### config.mk
export PLATFORM = sky130hd
export DESIGN_NAME = ftpc_rules
export DESIGN_NICKNAME = d
export VERILOG_FILES = /design/src/core/ftpc_pkg.sv /design/src/core/ftpc_rules.sv
export SDC_FILE = /design/constraint.sdc
export NUM_CORES = 1
export LEC_CHECK = 0
export BUFFER_PORTS_ARGS = -buffer_cell sky130_fd_sc_hd__buf_2
export CAP_MARGIN = 20
export CORE_ASPECT_RATIO = 1.25
export CORE_UTILIZATION = 28
export DETAILED_ROUTE_END_ITERATION = 12
export PLACE_DENSITY = 0.7
export SYNTH_ARGS = -nofsm -noshare
export SYNTH_HDL_FRONTEND = slang
export SYNTH_SLANG_ARGS = --single-unit
### constraint.sdc
create_clock -name vclk -period 8.3
set_input_delay 0.415 -clock vclk [all_inputs]
set_output_delay 0.415 -clock vclk [all_outputs]
set_load 0.05 [all_outputs]
### src/core/ftpc_pkg.sv
// Shared constants, types and descriptor decoders of the far transfer privilege checker.
// Assumes software loads descriptor words and operands over an AHB-Lite register bus.
package ftpc_pkg;

  typedef logic [1:0] ftpc_priv_t;
  typedef logic [2:0] ftpc_fault_t;

  // Register byte offsets
  localparam logic [7:0] OFS_CTRL     = 8'h00;
  localparam logic [7:0] OFS_CUR_PRIV = 8'h04;
  localparam logic [7:0] OFS_TGT_SEL  = 8'h08;
  localparam logic [7:0] OFS_TGT_OFS  = 8'h0C;
  localparam logic [7:0] OFS_GATE_LO  = 8'h10;
  localparam logic [7:0] OFS_GATE_HI  = 8'h14;
  localparam logic [7:0] OFS_DEST_LO  = 8'h18;
  localparam logic [7:0] OFS_DEST_HI  = 8'h1C;
  localparam logic [7:0] OFS_GATE_TBL = 8'h20;
  localparam logic [7:0] OFS_STATUS   = 8'h24;
  localparam logic [7:0] OFS_ENTRY    = 8'h28;
  localparam logic [7:0] OFS_STACK    = 8'h2C;

  // Control register bits
  localparam int unsigned CTRL_GO_BIT   = 0;
  localparam int unsigned CTRL_JUMP_BIT = 1;
  localparam int unsigned CTRL_GATE_BIT = 2;

  // Values after reset
  localparam ftpc_priv_t  CUR_PRIV_RST = 2'h0;
  localparam logic [31:0] WORD_RST     = 32'h0000_0000;
  localparam logic [1:0]  TBL_RST      = 2'h0;

  // Table that held the gate
  localparam logic [1:0] TBL_GLOBAL    = 2'h0;
  localparam logic [1:0] TBL_LOCAL     = 2'h1;
  localparam logic [1:0] TBL_INTERRUPT = 2'h2;

  // Selector fields
  localparam int unsigned SEL_TI_BIT  = 2;

  // Descriptor high word fields
  localparam int unsigned HI_COUNT_LSB = 0;
  localparam int unsigned HI_CONF_BIT  = 10;
  localparam int unsigned HI_WIDE_BIT  = 11;
  localparam int unsigned HI_CODE_BIT  = 11;
  localparam int unsigned HI_S_BIT     = 12;
  localparam int unsigned HI_DPL_LSB   = 13;
  localparam int unsigned HI_P_BIT     = 15;
  localparam logic [2:0]  GATE_TYPE_LOW = 3'h4;

  // Stack push widths in bytes, and the four fixed pushes of a stack switch
  localparam logic [7:0] NARROW_BYTES = 8'h02;
  localparam logic [7:0] WIDE_BYTES   = 8'h04;
  localparam logic [7:0] FIXED_PUSHES = 8'h04;

  // Fault codes
  localparam ftpc_fault_t FLT_NONE      = 3'h0;
  localparam ftpc_fault_t FLT_GATE_TBL  = 3'h1;
  localparam ftpc_fault_t FLT_GATE_TYPE = 3'h2;
  localparam ftpc_fault_t FLT_GATE_PRIV = 3'h3;
  localparam ftpc_fault_t FLT_NOT_PRES  = 3'h4;
  localparam ftpc_fault_t FLT_DEST_TYPE = 3'h5;
  localparam ftpc_fault_t FLT_DEST_PRIV = 3'h6;

  typedef enum logic [1:0] {
    ST_IDLE = 2'b00,
    ST_GATE = 2'b01,
    ST_DEST = 2'b10
  } ftpc_state_e;

  typedef struct packed {
    logic [31:0] offset;
    logic [15:0] sel;
    ftpc_priv_t  descriptor_priv_level;
    logic        present;
    logic        is_call_gate;
    logic        wide;
    logic [4:0]  count;
  } ftpc_gate_s;

  typedef struct packed {
    logic [31:0] base;
    ftpc_priv_t  descriptor_priv_level;
    logic        present;
    logic        conforming;
    logic        is_code;
  } ftpc_code_s;

  typedef struct packed {
    ftpc_priv_t  new_priv;
    logic        stack_switch;
    logic        push32;
    logic [4:0]  count;
    logic        dest_local;
    logic [31:0] entry;
    logic [7:0]  copy_bytes;
    logic [7:0]  push_bytes;
  } ftpc_verdict_s;

  typedef struct packed {
    logic [14:0] rsvd;
    ftpc_fault_t fault;
    logic        dest_local;
    ftpc_priv_t  new_priv;
    logic [4:0]  count;
    logic        push32;
    logic        stack_switch;
    logic        np_fault;
    logic        gp_fault;
    logic        done;
    logic        busy;
  } ftpc_status_s;

  function automatic ftpc_gate_s ftpc_decode_gate(input logic [31:0] lo, input logic [31:0] hi);
    ftpc_gate_s g;
    g.offset       = {hi[31:16], lo[15:0]};
    g.sel          = lo[31:16];
    g.descriptor_priv_level          = hi[HI_DPL_LSB +: 2];
    g.present      = hi[HI_P_BIT];
    g.is_call_gate = (hi[HI_CONF_BIT -: 3] == GATE_TYPE_LOW) && !hi[HI_S_BIT];
    g.wide         = hi[HI_WIDE_BIT];
    g.count        = hi[HI_COUNT_LSB +: 5];
    return g;
  endfunction : ftpc_decode_gate

  function automatic ftpc_code_s ftpc_decode_code(input logic [31:0] lo, input logic [31:0] hi);
    ftpc_code_s c;
    c.base       = {hi[31:24], hi[7:0], lo[31:16]};
    c.descriptor_priv_level        = hi[HI_DPL_LSB +: 2];
    c.present    = hi[HI_P_BIT];
    c.conforming = hi[HI_CONF_BIT];
    c.is_code    = hi[HI_S_BIT] && hi[HI_CODE_BIT];
    return c;
  endfunction : ftpc_decode_code

endpackage : ftpc_pkg

### src/core/ftpc_rules.sv
// Combinational gate-level and destination-level checks of one far transfer.
// Assumes the operands are held stable by the caller while it samples the results.
`timescale 1ns/1ps
module ftpc_rules
  import ftpc_pkg::*;
(
  input  ftpc_priv_t    cur_priv,
  input  logic          via_gate,
  input  logic          is_jump,
  input  logic [1:0]    gate_tbl,
  input  logic [15:0]   tgt_sel,
  input  logic [31:0]   tgt_ofs,
  input  logic [31:0]   gate_lo,
  input  logic [31:0]   gate_hi,
  input  logic [31:0]   dest_lo,
  input  logic [31:0]   dest_hi,
  output ftpc_fault_t   gate_fault,
  output ftpc_fault_t   dest_fault,
  output ftpc_verdict_s verdict
);

  ftpc_gate_s gate;
  ftpc_code_s dest;
  ftpc_priv_t requested_priv_level;
  logic [7:0] width_bytes;

  assign gate = ftpc_decode_gate(gate_lo, gate_hi);
  assign dest = ftpc_decode_code(dest_lo, dest_hi);
  assign requested_priv_level  = tgt_sel[1:0];

  always_comb begin
    gate_fault = FLT_NONE;
    if (via_gate) begin
      if (gate_tbl == TBL_INTERRUPT || gate_tbl > TBL_INTERRUPT) begin
        gate_fault = FLT_GATE_TBL;
      end else if (!gate.is_call_gate) begin
        gate_fault = FLT_GATE_TYPE;
      end else if (cur_priv > gate.descriptor_priv_level || requested_priv_level > gate.descriptor_priv_level) begin
        gate_fault = FLT_GATE_PRIV;
      end else if (!gate.present) begin
        gate_fault = FLT_NOT_PRES;
      end
    end
  end

  // Conforming flag picks the rule set; selector REQUESTED_PRIV_LEVEL never looked at here
  always_comb begin
    dest_fault = FLT_NONE;
    if (!dest.is_code) begin
      dest_fault = FLT_DEST_TYPE;
    end else if (!dest.present) begin
      dest_fault = FLT_NOT_PRES;
    end else if (dest.conforming) begin
      if (cur_priv < dest.descriptor_priv_level) begin
        dest_fault = FLT_DEST_PRIV;
      end
    end else if (!via_gate || is_jump) begin
      if (dest.descriptor_priv_level != cur_priv) begin
        dest_fault = FLT_DEST_PRIV;
      end
    end else if (dest.descriptor_priv_level > cur_priv) begin
      dest_fault = FLT_DEST_PRIV;
    end
  end

  assign width_bytes = gate.wide ? WIDE_BYTES : NARROW_BYTES;

  always_comb begin
    verdict              = '0;
    verdict.stack_switch = via_gate && !is_jump && !dest.conforming
                           && dest.descriptor_priv_level < cur_priv;
    verdict.new_priv     = verdict.stack_switch ? dest.descriptor_priv_level : cur_priv;
    verdict.push32       = via_gate && gate.wide;
    verdict.count        = via_gate ? gate.count : 5'h00;
    verdict.dest_local   = via_gate ? gate.sel[SEL_TI_BIT] : tgt_sel[SEL_TI_BIT];
    verdict.entry        = via_gate ? dest.base + gate.offset : dest.base + tgt_ofs;
    verdict.copy_bytes   = 8'(verdict.count * width_bytes);
    verdict.push_bytes   = verdict.stack_switch
                           ? 8'((FIXED_PUSHES + {3'h0, verdict.count}) * width_bytes)
                           : 8'h00;
  end

endmodule : ftpc_rules

Word-level counts from Yosys, hierarchy flattened
Index checks and enable logic that the tools add are counted.
Cells by class
  multiplexer cells: 18
  reductions and logical operators: 13
  multiply operators: 2
  equal/unequal tests: 3
  $lt $le $gt $ge: 6
  $add $sub $neg: 3
Operator list (count)
  32-bit adder: 2
  3-bit 2-to-1 mux: 13
  32-bit 2-to-1 mux: 1
  5-bit by 3-bit multiplier with 8-bit output: 1
  6-bit by 3-bit multiplier with 8-bit output: 1
  8-bit 2-to-1 mux: 1
  3-bit by 5-bit adder with 6-bit output (first input constant): 1
  2-bit > comparator: 3
  1-bit logical AND: 6
  5-bit 2-to-1 mux: 1
  1-bit logical NOT: 4
  2-bit < comparator: 2
  3-bit == test (second input constant): 1
  1-bit logical OR: 3
  2-bit == test (second input constant): 1
  2-bit > comparator (second input constant): 1
  2-bit 2-to-1 mux: 1
  2-bit inequality test: 1
  1-bit 2-to-1 mux: 1
Word-level totals
  output and inout bits: 64
  register bits: 0
  bits of input ports: 182
  logic and storage cells: 45

Depth between registers and ports, before layout
  depth after elaboration: 6
  gate-level depth with buffers: 12

Worst setup path before layout
OpenSTA, ideal clock, no wires.
  path kind: input to output
  start: input via_gate
  end: output verdict[46] in the netlist's numbering
  setup slack: 4053 ps
  arrival: 3832 ps
  stages on the path: 11
  cell sequence: clkbuf_1 > clkbuf_1 > mux2_2 > ha_1 > nand3_2 > or4_4 > a2bb2oi_2 > a31oi_4 > o211ai_2 > a21oi_2 > xor2_1
RTL lines
  start: declaration: RTL line ftpc_rules.sv:8  | input logic via_gate,
  end: declaration: RTL line ftpc_rules.sv:19  | output ftpc_verdict_s verdict

==> impl_metrics.ini <==
[critical_path]
path_common_cell = buf_2
path_max_fanout = 45
cp_num_buf_inv = 2
critPathMaxStageDelay_ps = 710
critPathSlowestCell = buf_2
cp.arrival_ps = 3910
required_ps = 7890
startpoint_type = primary input
crit_type = in -> out
cp_num_cells = 11
cp_cell_sequence = buf_2, mux2_2, ha_1, nand2_1, nor3b_1, o21ai_1, nand3_1, nand4b_1, o31ai_1, xnor2_1, buf_2
endpoint_kind = primary output
cp_top_family = buffers and inverters

[pwr]
peakVddDrop_uv = 102
power_frac_comb_pct = 100.0
leakage_nw = 1.99
clock_power_share_pct = 0
switching_share_pct = 68.5
p_total_uw = 488
p_int_uw = 154
powerDensity_mw_per_mm2 = 131
pwr-share-seq_pct = 0
p_sw_uw = 334

[routing]
num_vias = 3371
ant_nets = 0
post_drt_via_cell_ratio = 5.01
drtPass1Iterations = 7
drt-initial-drc-count = 103
wire_per_inst_um = 12.5
wl_um = 8430
drc = 0

[placement]
place_ws_ps = 3950
place_congestion = 0.864
dp_cells = 673
placement.io_buffers = 185
place_hpwl_um = 7300

[floorplan]
pin_count = 246
dieArea_mm2 = 0.0101
core_area_mm2 = 0.00927
start_util_pct = 29.3
rows = 39
die_h_um = 112
die_w_um = 90.0

[logic_synthesis]
syn-cell-area_mm2 = 0.00271
synth_top_cell_by_area = ha_1
synth_top_area_share_pct = 18.5
yosysSeqAreaShare_pct = 0
synth_area_leaders = ha_1 (18%), mux2_2 (14%), a21oi_1 (7.6%), xnor2_1 (5.8%), xor2_1 (4.8%)
yosysUniqueCellTypes = 60
syn_inst = 379
yosys_warnings = 0
synth_area_per_cell_um2 = 7.16

[status]
status = finished, final reports clean

[timing]
setup_viol = 0
rsz0062_at_grt = no
worstMarginPinSlew_ps = 951
period_minus_slack_ps = 4320
max_slew_margin_pct = 36.6
hold_viol = 0
max_freq_mhz = 231
slew_violations = 0
fin_setup_tns_ps = 0
timing.final.crit_share_pct = 52.1
postLayoutSetupSlackWorst_ps = 3980

[cells_and_area]
multi_input_area_mm2 = 0.00256
layout-drive-gt1-share_pct = 41.8
antenna_cells = 0
fin_cells = 673
area_growth_pct = 37.2
nClkBuffers = 0
nNetsFinal = 776
fillCellCount = 989
regArea_um2 = 0
seq_cells = 0

[global_route]
grt_pass1_wl_um = 14000
grt_antenna_before_repair = 0
grt_start_max_net_pins = 46
grt_overflow = 0
grt_pass1_vias = 3329
grt_use_total_pct = 15.9

[min_path]
min_path_type = in -> out
hold_depth = 3

[cts]
cts_setup_buffers = 0
postCtsHoldBufs = 0
cts_resized = 0

[flow_run]
cap_violations = 0
==> Yosys cell counts, types with 2 or more instances <==
master / n
buf_2: 5
buf_4: 3
o211ai_1: 2
and3_1: 4
o21a_1: 2
o31ai_1: 2
and2_1: 6
clkbuf_1: 10
xnor2_1: 18
o21ai_0: 12
nor4b_1: 2
inv_1: 20
ha_1: 40
fa_1: 2
a211oi_1: 4
nand3_1: 11
nor3_1: 9
buf_1: 2
a21o_1: 16
nor2b_1: 5
or2_2: 2
nand2_1: 31
a31oi_1: 5
mux2_2: 34
o21ai_1: 11
nor2_1: 23
nand4_1: 6
nand2b_1: 6
a21oi_1: 41
xor2_1: 15
==> metal layers <==
layer / global-route usage [%] / up-vias / wire length [um] / share of wire [%]
met5: 0 / - / 0 / 0
met4: 3.44 / 0 / 168 / 2.0
met3: 2.30 / 17 / 631 / 7.5
met2: 32.1 / 149 / 4310 / 51
met1: 17.2 / 1492 / 3320 / 39
li1: - / 1713 / - / -
==> metrics by stage <==
step	utilization [%]	cell area [um^2]	hold slack, ps
final	40.1	3720	1160
after global routing	40.1	3720	1170
after CTS	40.1	3720	1160
after detailed placement	40.1	3720	1160
after global placement	40.1	3720	1150
after floorplan	-	2740	1010
==> cell families (layout without fill, tap and decap cells) <==
| kind of cell | after synthesis | in the layout | synth area share, % |
|---|---|---|---|
| mux | 35 | 35 | 14.5 |
| fa+ha+maj | 42 | 42 | 19.9 |
| xor+xnor | 33 | 33 | 10.7 |
| buf+inv | 41 | 206 | 6.32 |
| other cells | 1 | 7 | 0.138 |
| compound gates | 113 | 113 | 27.1 |
| simple gates | 114 | 114 | 21.4 |
==> power by group through the flow <==
stage                     Clock, mW  Sequential [mW]  Combinational, mW
after detailed placement          0                0              0.487
final                             0                0              0.488
after floorplan                   0                0              0.376
after global routing              0                0              0.524
after global placement            0                0              0.481
after CTS                         0                0              0.489
==> cell type report <==
class,count,area share (%)
Multi-Input combinational cell,344,68.9
Timing Repair Buffer,185,24.9
Tap cell,123,4.13
Inverter,21,2.12
==> cell usage in the layout (no fill, tap or decap), types with 7 or more instances in the layout <==
cell,count
xor2_1,15
nand3_1,11
buf_2,185
mux2_2,34
conb_1,7
nor3_1,9
ha_1,40
o21ai_0,12
o21ai_1,11
a21o_1,16
inv_1,20
nor2_1,23
a21oi_1,41
nand2_1,31
xnor2_1,18
==> worst paths after layout <==
| check | from | to | slack, ps |
|---|---|---|---|
| min | gate_hi[15] | gate_fault[2] | 1160 |
| max | via_gate | verdict[47] | 3980 |
Power figures use the tool's default switching activity.
